===== config.mk =====
export PLATFORM = sky130hd
export DESIGN_NAME = usb_suspend_firmware_agent_flat
export DESIGN_NICKNAME = d
export VERILOG_FILES = /design/src/logic/usb_susp_pkg.sv /design/src/logic/usb_susp_if.sv /design/src/logic/usb_suspend_firmware_agent.sv /design/src/logic/ms_tick_divider.sv /design/src/flat_wrapper.sv
export VERILOG_INCLUDE_DIRS = /design/src /design/src/logic
export SDC_FILE = /design/constraint.sdc
export NUM_CORES = 1
export LEC_CHECK = 0
export BUFFER_PORTS_ARGS = -buffer_cell sky130_fd_sc_hd__buf_4
export CORE_MARGIN = 1
export CORE_UTILIZATION = 35
export CTS_BUF_LIST = sky130_fd_sc_hd__clkbuf_4
export DETAILED_ROUTE_END_ITERATION = 8
export PLACE_DENSITY = 0.55
export SETUP_SLACK_MARGIN = 0.4
export SLEW_MARGIN = 10
export SYNTH_ARGS = -nofsm -noshare
export SYNTH_HDL_FRONTEND = slang
export SYNTH_SLANG_ARGS = --single-unit

===== constraint.sdc =====
create_clock -name sys_clk -period 4.5 [get_ports sys_clk]
set_input_delay 0.9 -clock sys_clk [delete_from_list [all_inputs] [get_ports sys_clk]]
set_output_delay 0.9 -clock sys_clk [all_outputs]
set_load 0.03 [all_outputs]

===== src/logic/usb_susp_consts.svh =====
// Constants for the USB suspend, wake and resume control block.
`ifndef USB_SUSP_CONSTS_SVH
`define USB_SUSP_CONSTS_SVH

// ----------------------------------------------------------------
// Register indices on the firmware register port
// ----------------------------------------------------------------
`define SR_IDX_CTL_FIRST   4'h0
`define SR_IDX_CTL_SECOND  4'h1
`define SR_IDX_XCVR_FIRST  4'h2
`define SR_IDX_XCVR_SECOND 4'h3
`define SR_IDX_OSC_TRIM    4'h4
`define SR_IDX_OSC_TRIM2   4'h5
`define SR_IDX_EP_CTRL     4'h6
`define SR_IDX_BUF_WPTR    4'h7
`define SR_IDX_BUF_RPTR    4'h8
`define SR_IDX_BUF_DATA    4'h9
`define SR_IDX_EP_COUNT    4'hA
`define SR_IDX_EP0_DATA    4'hB
`define SR_IDX_FRAME       4'hC
`define SR_NREG            4'hD
`define SR_FIRST_VOLATILE  4'h6
`define SR_NVOLATILE       4'h7
`define SR_REG_RESET       8'h00

// ----------------------------------------------------------------
// Field positions
// ----------------------------------------------------------------
`define SR_CTL0_WAKE_EN_BIT 7
`define SR_CTL1_REG_SEL_BIT 0
`define SR_CTL1_ACTIVITY_BIT 3
`define SR_XCVR0_OVR_EN_BIT 7
`define SR_XCVR0_LEVEL_BIT  6

// ----------------------------------------------------------------
// Timing
// ----------------------------------------------------------------
`define SR_CLK_PERIOD_NS 25
`define SR_NS_PER_MS     1000000
`define SR_MS_CYCLES     (`SR_NS_PER_MS / `SR_CLK_PERIOD_NS)
`define SR_IDLE_MS       4'h3
`define SR_K_MIN_MS      4'h1
`define SR_K_MAX_MS      4'hF
`define SR_K_HOLD_MS     4'hA

`endif


===== src/logic/usb_susp_pkg.sv =====
// Types shared by both ends of the USB suspend control link.
package usb_susp_pkg;
    typedef enum logic [1:0] {
        SLEEP_STANDBY  = 2'b00,
        SLEEP_TWO_WIRE = 2'b01,
        SLEEP_DEEP     = 2'b10
    } sleep_mode_t;

    typedef enum logic {
        DEV_RUN   = 1'b0,
        DEV_SLEEP = 1'b1
    } dev_state_t;

    typedef enum logic [3:0] {
        FW_INIT_CTL0 = 4'b0000,
        FW_INIT_CTL1 = 4'b0001,
        FW_IDLE      = 4'b0010,
        FW_POLL_WAIT = 4'b0011,
        FW_POLL_CLR  = 4'b0100,
        FW_SAVE_WAIT = 4'b0101,
        FW_SLEEP_REQ = 4'b0110,
        FW_SLEEPING  = 4'b0111,
        FW_RESTORE   = 4'b1000,
        FW_DRIVE_J   = 4'b1001,
        FW_DRIVE_K   = 4'b1010,
        FW_RELEASE   = 4'b1011,
        FW_POLL_RD   = 4'b1100,
        FW_SAVE_RD   = 4'b1101
    } fw_state_t;
endpackage


===== src/logic/usb_susp_if.sv =====
// Link between the suspend control device and its firmware agent.
`timescale 1ns/1ps
`default_nettype none
interface usb_susp_if;
    logic                      reg_wr;
    logic                      reg_rd;
    logic [3:0]                reg_addr;
    logic [7:0]                reg_wdata;
    logic [7:0]                reg_rdata;
    logic                      reg_rvalid;
    logic                      sleep_req;
    usb_susp_pkg::sleep_mode_t sleep_mode;
    logic                      asleep;
    logic                      wake_irq;

    modport device (
        input  reg_wr, reg_rd, reg_addr, reg_wdata, sleep_req, sleep_mode,
        output reg_rdata, reg_rvalid, asleep, wake_irq
    );
    modport firmware (
        output reg_wr, reg_rd, reg_addr, reg_wdata, sleep_req, sleep_mode,
        input  reg_rdata, reg_rvalid, asleep, wake_irq
    );
endinterface
`default_nettype wire


===== src/logic/usb_suspend_firmware_agent.sv =====
// Firmware end: activity polling, suspend entry, register save, resume drive.
`include "usb_susp_consts.svh"
`timescale 1ns/1ps
`default_nettype none
module usb_suspend_firmware_agent #(
    parameter int MS_CYCLES = `SR_MS_CYCLES
) (
    input  wire logic                      sys_clk,
    input  wire logic                      sys_rst,
    usb_susp_if.firmware                   link,
    input  wire logic                      supply_is_5v,
    input  wire usb_susp_pkg::sleep_mode_t sleep_mode_sel,
    input  wire logic                      remote_wake_req,
    output logic                           suspended,
    output logic                           resume_busy
);
    usb_susp_pkg::fw_state_t st_ff;
    usb_susp_pkg::fw_state_t nxt_st;
    logic [7:0] save_ff [0:6];
    logic [7:0] nxt_save [0:6];
    logic [3:0] idx_ff;
    logic [3:0] nxt_idx;
    logic [3:0] ms_ff;
    logic [3:0] nxt_ms;
    logic       reg_sel_ff;
    logic       nxt_reg_sel;
    logic       wr_ff, rd_ff, sreq_ff, nxt_wr, nxt_rd, nxt_sreq;
    logic [3:0] addr_ff, nxt_addr;
    logic [7:0] wdata_ff, nxt_wdata;
    logic       susp_ff, busy_ff;
    logic       ms_tick;
    logic       want_save;

    ms_tick_divider #(.DIVIDE(MS_CYCLES)) u_tick (
        .sys_clk (sys_clk),
        .sys_rst (sys_rst),
        .tick    (ms_tick)
    );

    assign want_save = (sleep_mode_sel != usb_susp_pkg::SLEEP_TWO_WIRE);

    // Sequences firmware register accesses, at most one per cycle; FW_RESTORE writes one register per cycle in a single state.
    always_comb begin
        for (int i = 0; i < 7; i++) begin
            nxt_save[i] = save_ff[i];
        end
        nxt_st = st_ff;  nxt_idx = idx_ff;  nxt_ms = ms_ff;
        nxt_reg_sel = reg_sel_ff;
        nxt_wr = 1'b0;  nxt_rd = 1'b0;  nxt_sreq = 1'b0;
        nxt_addr = addr_ff;  nxt_wdata = 8'h00;
        case (st_ff)
            usb_susp_pkg::FW_INIT_CTL0: begin
                nxt_wr = 1'b1;
                nxt_addr = `SR_IDX_CTL_FIRST;
                nxt_wdata[`SR_CTL0_WAKE_EN_BIT] = 1'b1;
                nxt_reg_sel = supply_is_5v;
                nxt_st = usb_susp_pkg::FW_INIT_CTL1;
            end
            usb_susp_pkg::FW_INIT_CTL1: begin
                nxt_wr = 1'b1;
                nxt_addr = `SR_IDX_CTL_SECOND;
                nxt_wdata[`SR_CTL1_REG_SEL_BIT] = reg_sel_ff;
                nxt_st = usb_susp_pkg::FW_IDLE;
            end
            usb_susp_pkg::FW_IDLE: begin
                if (remote_wake_req) begin
                    nxt_wr = 1'b1;
                    nxt_addr = `SR_IDX_XCVR_FIRST;
                    nxt_wdata[`SR_XCVR0_OVR_EN_BIT] = 1'b1;
                    nxt_wdata[`SR_XCVR0_LEVEL_BIT] = 1'b1;
                    nxt_st = usb_susp_pkg::FW_DRIVE_J;
                end else if (ms_tick) begin
                    nxt_rd = 1'b1;
                    nxt_addr = `SR_IDX_CTL_SECOND;
                    nxt_st = usb_susp_pkg::FW_POLL_WAIT;
                end
            end
            usb_susp_pkg::FW_POLL_WAIT: begin
                if (link.reg_rvalid) begin
                    if (link.reg_rdata[`SR_CTL1_ACTIVITY_BIT]) begin
                        nxt_ms = 4'h0;
                        nxt_st = usb_susp_pkg::FW_POLL_CLR;
                    end else if (ms_ff + 4'h1 >= `SR_IDLE_MS) begin
                        nxt_ms = 4'h0;
                        nxt_idx = `SR_FIRST_VOLATILE;
                        nxt_st = want_save ? usb_susp_pkg::FW_SAVE_RD
                                           : usb_susp_pkg::FW_SLEEP_REQ;
                    end else begin
                        nxt_ms = ms_ff + 4'h1;
                        nxt_st = usb_susp_pkg::FW_IDLE;
                    end
                end
            end
            usb_susp_pkg::FW_POLL_CLR: begin
                // Clearing keeps the regulator selection untouched.
                nxt_wr = 1'b1;
                nxt_addr = `SR_IDX_CTL_SECOND;
                nxt_wdata[`SR_CTL1_REG_SEL_BIT] = reg_sel_ff;
                nxt_st = usb_susp_pkg::FW_IDLE;
            end
            usb_susp_pkg::FW_SAVE_RD: begin
                nxt_rd = 1'b1;
                nxt_addr = idx_ff;
                nxt_st = usb_susp_pkg::FW_SAVE_WAIT;
            end
            usb_susp_pkg::FW_SAVE_WAIT: begin
                if (link.reg_rvalid) begin
                    nxt_save[3'(idx_ff - `SR_FIRST_VOLATILE)] = link.reg_rdata;
                    nxt_idx = idx_ff + 4'h1;
                    nxt_st = (idx_ff == `SR_NREG - 4'h1) ? usb_susp_pkg::FW_SLEEP_REQ
                                                         : usb_susp_pkg::FW_SAVE_RD;
                end
            end
            usb_susp_pkg::FW_SLEEP_REQ: begin
                nxt_sreq = 1'b1;
                nxt_st = usb_susp_pkg::FW_SLEEPING;
            end
            usb_susp_pkg::FW_SLEEPING: begin
                if (link.wake_irq) begin
                    nxt_idx = `SR_FIRST_VOLATILE;
                    nxt_st = want_save ? usb_susp_pkg::FW_RESTORE : usb_susp_pkg::FW_IDLE;
                end
            end
            usb_susp_pkg::FW_RESTORE: begin
                nxt_wr = 1'b1;
                nxt_addr = idx_ff;
                nxt_wdata = save_ff[3'(idx_ff - `SR_FIRST_VOLATILE)];
                nxt_idx = idx_ff + 4'h1;
                if (idx_ff == `SR_NREG - 4'h1) begin
                    nxt_st = usb_susp_pkg::FW_IDLE;
                end
            end
            usb_susp_pkg::FW_DRIVE_J: begin
                // J stood one cycle; now K with the override kept on.
                nxt_wr = 1'b1;
                nxt_addr = `SR_IDX_XCVR_FIRST;
                nxt_wdata[`SR_XCVR0_OVR_EN_BIT] = 1'b1;
                nxt_ms = 4'h0;
                nxt_st = usb_susp_pkg::FW_DRIVE_K;
            end
            usb_susp_pkg::FW_DRIVE_K: begin
                // Ten ticks of a free-running divider give 9 to 10 ms.
                if (ms_tick) begin
                    nxt_ms = ms_ff + 4'h1;
                    if (ms_ff + 4'h1 >= `SR_K_HOLD_MS) begin
                        nxt_st = usb_susp_pkg::FW_RELEASE;
                    end
                end
            end
            usb_susp_pkg::FW_RELEASE: begin
                nxt_wr = 1'b1;
                nxt_addr = `SR_IDX_XCVR_FIRST;
                nxt_ms = 4'h0;
                nxt_st = usb_susp_pkg::FW_IDLE;
            end
            default: begin
                nxt_st = usb_susp_pkg::FW_INIT_CTL0;
            end
        endcase
    end

    // Registers the sequencer and every output toward the device except sleep_mode, which passes straight through.
    always_ff @(posedge sys_clk) begin
        if (sys_rst) begin
            for (int i = 0; i < 7; i++) begin
                save_ff[i] <= 8'h00;
            end
            st_ff <= usb_susp_pkg::FW_INIT_CTL0;
            idx_ff <= 4'h0;  ms_ff <= 4'h0;  reg_sel_ff <= 1'b0;
            wr_ff <= 1'b0;  rd_ff <= 1'b0;  sreq_ff <= 1'b0;
            addr_ff <= 4'h0;  wdata_ff <= 8'h00;
            susp_ff <= 1'b0;  busy_ff <= 1'b0;
        end else begin
            for (int i = 0; i < 7; i++) begin
                save_ff[i] <= nxt_save[i];
            end
            st_ff <= nxt_st;
            idx_ff <= nxt_idx;  ms_ff <= nxt_ms;  reg_sel_ff <= nxt_reg_sel;
            wr_ff <= nxt_wr;  rd_ff <= nxt_rd;  sreq_ff <= nxt_sreq;
            addr_ff <= nxt_addr;  wdata_ff <= nxt_wdata;
            susp_ff <= (nxt_st == usb_susp_pkg::FW_SLEEPING);
            busy_ff <= (nxt_st == usb_susp_pkg::FW_DRIVE_J)
                       || (nxt_st == usb_susp_pkg::FW_DRIVE_K);
        end
    end

    assign link.reg_wr     = wr_ff;
    assign link.reg_rd     = rd_ff;
    assign link.reg_addr   = addr_ff;
    assign link.reg_wdata  = wdata_ff;
    assign link.sleep_req  = sreq_ff;
    assign link.sleep_mode = sleep_mode_sel;
    assign suspended       = susp_ff;
    assign resume_busy     = busy_ff;
endmodule
`default_nettype wire


===== src/logic/ms_tick_divider.sv =====
// Divider that emits a one-cycle enable pulse every DIVIDE clocks.
`timescale 1ns/1ps
`default_nettype none
module ms_tick_divider #(
    parameter int DIVIDE = 40000
) (
    input  wire logic sys_clk,
    input  wire logic sys_rst,
    output logic      tick
);
    logic [31:0] cnt_ff;
    logic [31:0] nxt_cnt;
    logic        tick_ff;
    logic        nxt_tick;

    // Counts down and pulses when the count wraps.
    always_comb begin
        nxt_tick = 1'b0;
        nxt_cnt  = cnt_ff - 32'h00000001;
        if (cnt_ff == 32'h00000000) begin
            nxt_cnt  = 32'(DIVIDE - 1);
            nxt_tick = 1'b1;
        end
    end

    // Registers the counter and the pulse.
    always_ff @(posedge sys_clk) begin
        if (sys_rst) begin
            cnt_ff  <= 32'(DIVIDE - 1);
            tick_ff <= 1'b0;
        end else begin
            cnt_ff  <= nxt_cnt;
            tick_ff <= nxt_tick;
        end
    end

    assign tick = tick_ff;
endmodule
`default_nettype wire


===== src/flat_wrapper.sv =====
// flat-port wrapper written by rule: the top's interface ports become plain ports
module usb_suspend_firmware_agent_flat 
#(
    parameter int MS_CYCLES = `SR_MS_CYCLES
)
  (sys_clk, sys_rst, supply_is_5v, sleep_mode_sel, remote_wake_req, suspended, resume_busy, link_reg_wr, link_reg_rd, link_reg_addr, link_reg_wdata, link_sleep_req, link_sleep_mode, link_reg_rdata, link_reg_rvalid, link_asleep, link_wake_irq);
  usb_susp_if link_i ();
  input  wire logic sys_clk;
  input  wire logic sys_rst;
  input  wire logic supply_is_5v;
  input  wire usb_susp_pkg::sleep_mode_t sleep_mode_sel;
  input  wire logic remote_wake_req;
  output logic suspended;
  output logic resume_busy;
  output wire logic [$bits(link_i.reg_wr)-1:0] link_reg_wr;
  output wire logic [$bits(link_i.reg_rd)-1:0] link_reg_rd;
  output wire logic [$bits(link_i.reg_addr)-1:0] link_reg_addr;
  output wire logic [$bits(link_i.reg_wdata)-1:0] link_reg_wdata;
  output wire logic [$bits(link_i.sleep_req)-1:0] link_sleep_req;
  output wire logic [$bits(link_i.sleep_mode)-1:0] link_sleep_mode;
  input wire logic [$bits(link_i.reg_rdata)-1:0] link_reg_rdata;
  input wire logic [$bits(link_i.reg_rvalid)-1:0] link_reg_rvalid;
  input wire logic [$bits(link_i.asleep)-1:0] link_asleep;
  input wire logic [$bits(link_i.wake_irq)-1:0] link_wake_irq;
  assign link_reg_wr = link_i.reg_wr;
  assign link_reg_rd = link_i.reg_rd;
  assign link_reg_addr = link_i.reg_addr;
  assign link_reg_wdata = link_i.reg_wdata;
  assign link_sleep_req = link_i.sleep_req;
  assign link_sleep_mode = link_i.sleep_mode;
  assign link_i.reg_rdata = link_reg_rdata;
  assign link_i.reg_rvalid = link_reg_rvalid;
  assign link_i.asleep = link_asleep;
  assign link_i.wake_irq = link_wake_irq;
  usb_suspend_firmware_agent #(.MS_CYCLES(MS_CYCLES)) u_core (.sys_clk(sys_clk), .sys_rst(sys_rst), .link(link_i), .supply_is_5v(supply_is_5v), .sleep_mode_sel(sleep_mode_sel), .remote_wake_req(remote_wake_req), .suspended(suspended), .resume_busy(resume_busy));
endmodule

Word level (Yosys, flattened, before mapping) --
Memories as Yosys holds them, arrays and structs flattened. Index checks and enable logic that the tools add are counted.
Storage, ports and cells: register bits 63, bits in latches 0, RAM bits 56, ROM bits 0, input bits 17, output and inout port bits 19, logic and storage cells 128, memories kept 1
Memory list:
- u_core.save_ff | depth 7, width 8, rd ports 8, clocked after memory_dff 0, wr ports 7, RTL line usb_suspend_firmware_agent.sv:19 | logic [7:0] save_ff [0:6];
Operators by class: add/subtract/negate cells 4, multipliers 0, div/mod/pow operators 0, order comparisons 4, eq/ne operators 24, shift-type cells 0, muxes and demuxes 54, bitwise operators 9, reductions and logical operators 18
Operators with widths (count):
- $mux W56 | 2
- $mux W4 | 24
- $mux W8 | 8
- $bwmux W56 | 1
- $pmux W4 S11 | 1
- $eq A4 B4 Y1 const B | 8
- $logic_not A32 Y1 | 1
- $sub A32 B1 Y32 const B | 1
- $demux W8 S3 | 1
- $eq A4 B3 Y1 const B | 5
- $pmux W4 S5 | 1
- $pmux W4 S4 | 1
- $pmux W4 S3 | 1
- $reduce_or A2 Y1 | 6
- $ne A2 B2 Y1 const B | 5
- $add A4 B1 Y4 const B | 2
- $eq A4 B2 Y1 const B | 2
- $ge A4 B4 Y1 const B | 2
- $mux W1 | 8
- $pmux W1 S2 | 4
- $or A1 B1 Y1 | 7
- $reduce_and A6 Y1 | 1
- $reduce_or A6 Y1 | 1
- $reduce_bool A5 Y1 | 1
- other kinds (18) | 19

Depth between registers and ports, before layout --
depth after elaboration 10, mapped depth 10, depth with buffers taken out 8

Hierarchy --
From an unflattened synthesis, not the netlist that was laid out.
Second synthesis, totals: cell total of the unflattened synthesis 707, area, all modules 5930.7 sq um
By module, submodules not included:
- usb_suspend_firmware_agent | instances 1, cells each 532, area an instance 4316.6 sq um, seq. area each 1721.7 sq um
- ms_tick_divider | instances 1, cells each 175, area an instance 1614.0 sq um, seq. area each 660.6 sq um

Worst setup path before layout --
OpenSTA, ideal clock, no wires.
path kind reg2reg, from register u_core.idx_ff[0], to register u_core.busy_ff (netlist: u_core.resume_busy), library setup time 115 ps, arrival time 2090 ps, data required time 4385 ps, slack 2294 ps, stages on the path, launching flop included 10, path buffers 1, period minus slack after synthesis 2206 ps, cell sequence dfxtp_1 buf_2 inv_1 ha_1 and3_1 a31oi_1 nor2_1 a2111oi_2 xnor2_1 and3_1
On the way: word-level cells in the longest chain between the ends 6, elaborated cells on any way between the ends 8, classes of those cells 3 x eq/ne; 4 x mux; 1 x reduce/logical
RTL lines:
- start, declared | RTL line usb_suspend_firmware_agent.sv:21 | logic [3:0] idx_ff;
- start signal, assigned | RTL line usb_suspend_firmware_agent.sv:178 | idx_ff <= nxt_idx; ms_ff <= nxt_ms; reg_sel_ff <= nxt_reg_sel;
- $eq A4 B4 Y1 * | RTL line usb_suspend_firmware_agent.sv:110, usb_suspend_firmware_agent.sv:129
- $mux W4 | RTL line usb_suspend_firmware_agent.sv:110 | nxt_st = (idx_ff == `SR_NREG - 4'h1) ? usb_susp_pkg::FW_SLEEP_REQ
- $mux W4 | RTL line usb_suspend_firmware_agent.sv:107 | if (link.reg_rvalid) begin
- $pmux W4 S11 * | RTL line usb_suspend_firmware_agent.sv:51 | case (st_ff)
- $eq A4 B4 Y1 (on tied branches) | RTL line usb_suspend_firmware_agent.sv:182, usb_suspend_firmware_agent.sv:183
- $logic_or A1 B1 Y1 * | RTL line usb_suspend_firmware_agent.sv:183 | || (nxt_st == usb_susp_pkg::FW_DRIVE_K);
- end signal, assigned | RTL line usb_suspend_firmware_agent.sv:182 | busy_ff <= (nxt_st == usb_susp_pkg::FW_DRIVE_J)
- end, declared | RTL line usb_suspend_firmware_agent.sv:30 | logic susp_ff, busy_ff;
Every way passes the cells marked *; elsewhere a longest branch is shown, timed or not. A chain may end at the register's enable or synchronous reset.

==> summary.md <==
| Metric | Value |
|---|---|
| Static Leakage | 2.37 nW |
| Final Wtd Congestion | 0.864 |
| Clock latency on the worst-skew pair | 0.52 ns |
| DRT iter0 DRCs | 289 |
| Critical path startpoint category | flop |
| First-pass iteration count of the detailed router | 4 |
| Final core utilization | 40.7% |
| End point of the critical path | u_core.save_ff[4][6] |
| Actual slew at the worst max-slew pin | 1.13 ns |
| Clock Path Buffers | 2 |
| Synth top area cells | sky130_fd_sc_hd__dfxtp_1 (42%), sky130_fd_sc_hd__nor2_1 (6.7%), sky130_fd_sc_hd__mux2i_1 (6.0%) |
| Clock Skews | 0.0159 ns |
| Worst hold-check path type | flop to flop |
| Peak supply drop | 0.139 mV |
| GRT Overall Usage | 17.1% |
| Average detailed-routed wire length per instance | 14.6 µm |
| Wire length on met2 | 6150 µm |
| Max-slew headroom | 22.7% |
| Yosys cell types | 56 |
| Buffering stage count on the worst path with inverters included | 0 |
| Initial antenna violation count | 1 |
| DR vias/cell | 5.15 |
| Half-perimeter wire length after placement | 8760 µm |
| Sequential-to-total area share from yosys stat | 42.3% |
| Vias in the first global route | 4398 |
| Yosys warning count | 0 |
| Final-layout setup total negative slack | 0 ns |
| Number of clock buffers inserted by TritonCTS | 17 |
| Setup WS post-layout | 1.47 ns |
| Met3 WL | 701 µm |
| EDFF count, synth | 0 |
| Final design area excluding fillers | 6280 µm² |
| Category of cells accounting for the largest share of critical-path delay | simple AND/OR/NAND/NOR gates |
| Proportion of register bits with asynchronous set or reset after synthesis | 0% |
| Grt ovf | 0 |
| CP endpoint kind | flop |
| Chip Width | 129 µm |
| Synthesized area | 5630 µm² |
| Count of input and output buffers | 34 |
| Clock root buffer master | sky130_fd_sc_hd__clkbuf_4 |
| Data arrival time of the worst path | 3.40 ns |
| Reg-to-reg critical path startpoint | u_core.st_ff[2] |
| Post-CTS Hold Buffers | 0 |
| Per-instance average area after synthesis | 8.46 µm² |
| Power density over the cells | 342 nW/µm² |
| Net count after synthesis | 692 |
| Total number of vias | 4664 |
| Highest layer used for signal routing | met4 |
| Data required, critical path | 4.87 ns |
| Peak clock frequency supported by timing | 0.330 GHz |
| Synthesis-stage register bit count | 119 |
| Count of fill cells added during filler insertion | 1574 |
| Primary flip-flop cell chosen by synthesis mapping | sky130_fd_sc_hd__dfxtp_1 |
| Pin count of the biggest net entering global routing | 85 |
| Net count, final | 708 |
| Post-route clock period utilization | 67.3% |
| Max-cap violations | 0 |
| DRT antenna net count | 0 |
| CTS H-Tree Depth | 4 |
| Final setup fails | 0 |
| Sum of routed wire segments on met1 | 6230 µm |
| Total routed wirelength | 13200 µm |
| Die ar. | 16600 µm² |
| Worst-case reg-to-reg path depth | 6 |
| Library cell occupying the most area in the post-synthesis netlist | sky130_fd_sc_hd__dfxtp_1 |
| Worst-path cell with the longest stage delay | sky130_fd_sc_hd__dfxtp_1 |
| Starting density of the core | 36.5% |
| Crit path depth | 6 |
| RSZ-0062 raised after global routing | no |
| DR DRC count | 0 |
| Post-place setup slack | 1.48 ns |
| Post-CTS Setup Repair Bufs | 0 |
| Global-route wire length before repair | 21900 µm |
| Count of non-filler cells in the finished layout | 906 |
| Fraction of layout cells with a size suffix above 1 | 13.3% |
| Critical setup path kind | flop to flop |
| Outcome | complete, no violations |
| Clock Sinks | 119 |
| CTS tree | done |
| Worst reg2reg endpoint | u_core.save_ff[4][6] |
| Longest individual stage delay on the worst path | 0.81 ns |
| Minimum clock period | 3.03 ns |
| Dpl cell area | 6000 µm² |
| Floorplan Core Area | 15400 µm² |
| Quantity of gates resized following cts | 0 |
| Hold Fails Final Rpt | 0 |
| Cells along the critical path | nor2b_1 > nand3_1 > nor2_2 > nand2_1 > nand2_1 > a21oi_1 |
| Row count | 45 |
| Area grow syn2layout | 11.6% |
| Post-placement cell count | 873 |
| Mapped Cells | 665 |
| Clock Pin Slew Worst Setup and Hold Paths | 0.10 ns |
| # IOs | 36 |
| Launch point of the worst path | u_core.st_ff[2] |
| Most frequent cell on the critical path | sky130_fd_sc_hd__nand2_1 |
| Vert. Die Dim | 129 µm |
| Reg-to-reg setup timing slack | 1.47 ns |
| Fin. max-slew vios | 0 |
| Highest fanout seen on the critical path | 26 |
| Proportion of netlist area held by the largest area contributor | 42.3% |
how the worst min path moves through the flow:
stage | from | endpoint | slack, ns | depth (start not counted)
after floorplan | u_core.u_tick.cnt_ff[0] | u_core.u_tick.cnt_ff[0] | 0.38 | 1
after global placement | u_core.u_tick.cnt_ff[0] | u_core.u_tick.cnt_ff[0] | 0.40 | 1
after detailed placement | u_core.u_tick.cnt_ff[0] | u_core.u_tick.cnt_ff[0] | 0.40 | 1
after CTS | u_core.u_tick.cnt_ff[0] | u_core.u_tick.cnt_ff[0] | 0.43 | 1
after global routing | u_core.u_tick.cnt_ff[0] | u_core.u_tick.cnt_ff[0] | 0.45 | 1
final | u_core.u_tick.cnt_ff[0] | u_core.u_tick.cnt_ff[0] | 0.42 | 1
cells in the mapped netlist (2+ instances only):
cell / count
sky130_fd_sc_hd__xnor2_1: 22
sky130_fd_sc_hd__nor3b_1: 2
sky130_fd_sc_hd__mux2i_1: 34
sky130_fd_sc_hd__clkbuf_1: 28
sky130_fd_sc_hd__a311oi_1: 2
sky130_fd_sc_hd__buf_6: 2
sky130_fd_sc_hd__nand3_1: 42
sky130_fd_sc_hd__inv_1: 9
sky130_fd_sc_hd__nor2_1: 100
sky130_fd_sc_hd__dfxtp_1: 119
sky130_fd_sc_hd__a31o_2: 2
sky130_fd_sc_hd__o21a_1: 2
sky130_fd_sc_hd__a21o_1: 2
sky130_fd_sc_hd__nand2_1: 72
sky130_fd_sc_hd__o21ai_0: 14
sky130_fd_sc_hd__nor3_1: 23
sky130_fd_sc_hd__and3_1: 5
sky130_fd_sc_hd__nor2b_1: 14
sky130_fd_sc_hd__xor2_1: 8
sky130_fd_sc_hd__a21oi_1: 65
sky130_fd_sc_hd__or4_1: 2
sky130_fd_sc_hd__mux2_2: 3
sky130_fd_sc_hd__ha_1: 10
sky130_fd_sc_hd__buf_1: 2
sky130_fd_sc_hd__a32oi_1: 2
sky130_fd_sc_hd__buf_2: 7
sky130_fd_sc_hd__nand3b_1: 6
sky130_fd_sc_hd__or2_2: 2
sky130_fd_sc_hd__or3_1: 5
sky130_fd_sc_hd__nand2b_1: 7
sky130_fd_sc_hd__and2_1: 2
sky130_fd_sc_hd__a31oi_1: 6
sky130_fd_sc_hd__nor4_1: 8
sky130_fd_sc_hd__mux4_2: 8
sky130_fd_sc_hd__nand4_1: 2
sky130_fd_sc_hd__or3b_2: 2
sky130_fd_sc_hd__buf_4: 2
sky130_fd_sc_hd__a22oi_1: 3
sky130_fd_sc_hd__o211ai_1: 2
placed cells by master, fill, tap and decap left out, types with 3 or more instances in the layout:
master,instances
sky130_fd_sc_hd__dfxtp_1,119
sky130_fd_sc_hd__o21ai_0,14
sky130_fd_sc_hd__nor4_1,8
sky130_fd_sc_hd__nor2b_1,14
sky130_fd_sc_hd__and3_1,5
sky130_fd_sc_hd__clkinv_2,4
sky130_fd_sc_hd__a31oi_1,6
sky130_fd_sc_hd__mux4_2,8
sky130_fd_sc_hd__nand2_1,72
sky130_fd_sc_hd__or3_1,5
sky130_fd_sc_hd__mux2i_1,34
sky130_fd_sc_hd__nand3_1,42
sky130_fd_sc_hd__a21oi_1,65
sky130_fd_sc_hd__buf_4,38
sky130_fd_sc_hd__a22oi_1,3
sky130_fd_sc_hd__nor2_1,99
sky130_fd_sc_hd__xnor2_1,22
sky130_fd_sc_hd__ha_1,10
sky130_fd_sc_hd__bufinv_16,3
sky130_fd_sc_hd__clkinv_1,4
sky130_fd_sc_hd__mux2_2,3
sky130_fd_sc_hd__inv_1,9
sky130_fd_sc_hd__nand3b_1,6
sky130_fd_sc_hd__clkbuf_4,20
sky130_fd_sc_hd__nor3_1,23
sky130_fd_sc_hd__xor2_1,8
sky130_fd_sc_hd__nand2b_1,7
final cells by class:
cell class                 instances  area [µm²]  area share, %
multi-input combinational        496        3030           48.2
antenna                            1        2.50         0.0398
tap                              211         264           4.20
clock inverter                    12         134           2.13
inverter                           9        33.8          0.538
clock buffer                      20         150           2.39
sequential                       119        2380           37.9
timing repair buffer              38         285           4.54
stage by stage:
stage,power (W),hold slack (ns)
after floorplan,0.00131,0.384
after global placement,0.00139,0.396
after detailed placement,0.00139,0.402
after CTS,0.00218,0.426
after global routing,0.00226,0.448
final,0.00215,0.424
power breakdown:
part           switching (W)  internal, W  total [W]
Combinational       0.000158    0.0000986   0.000257
Clock               0.000385     0.000394   0.000779
Sequential         0.0000414      0.00107    0.00111
Total               0.000585      0.00156    0.00215
routing by layer:
metal / vias to the layer above / track usage (%)
met5: - / 0
met4: 0 / 6.44
met2: 101 / 27.7
li1: 2343 / -
met3: 13 / 4.86
met1: 2207 / 21.5
flip-flops by register name (all words and copies together) (netlist names):
signal                 flops
u_core.ms_ff               4
u_core.resume_busy         1
u_core.save_ff            56
u_core.idx_ff              4
u_core.st_ff               4
u_core.suspended           1
u_core.reg_sel_ff          1
u_core.link.reg_rd         1
u_core.link.sleep_req      1
u_core.link.reg_wdata      8
u_core.link.reg_wr         1
u_core.link.reg_addr       4
u_core.u_tick.cnt_ff      32
u_core.u_tick.tick         1
kinds of logic (layout without fill, tap and decap cells):
group | Yosys count | count (layout) | synth area share, %
buffers and inverters | 50 | 79 | 3.89
adders and majority gates | 10 | 10 | 2.22
xor gates and xnor gates | 30 | 30 | 4.67
and+or+nand+nor | 301 | 301 | 25.6
DFF | 119 | 119 | 42.3
other | 0 | 1 | 0
muxes | 45 | 45 | 9.85
AOI/OAI and AO/OA | 110 | 110 | 11.5
(Power assumes the default switching activity.)
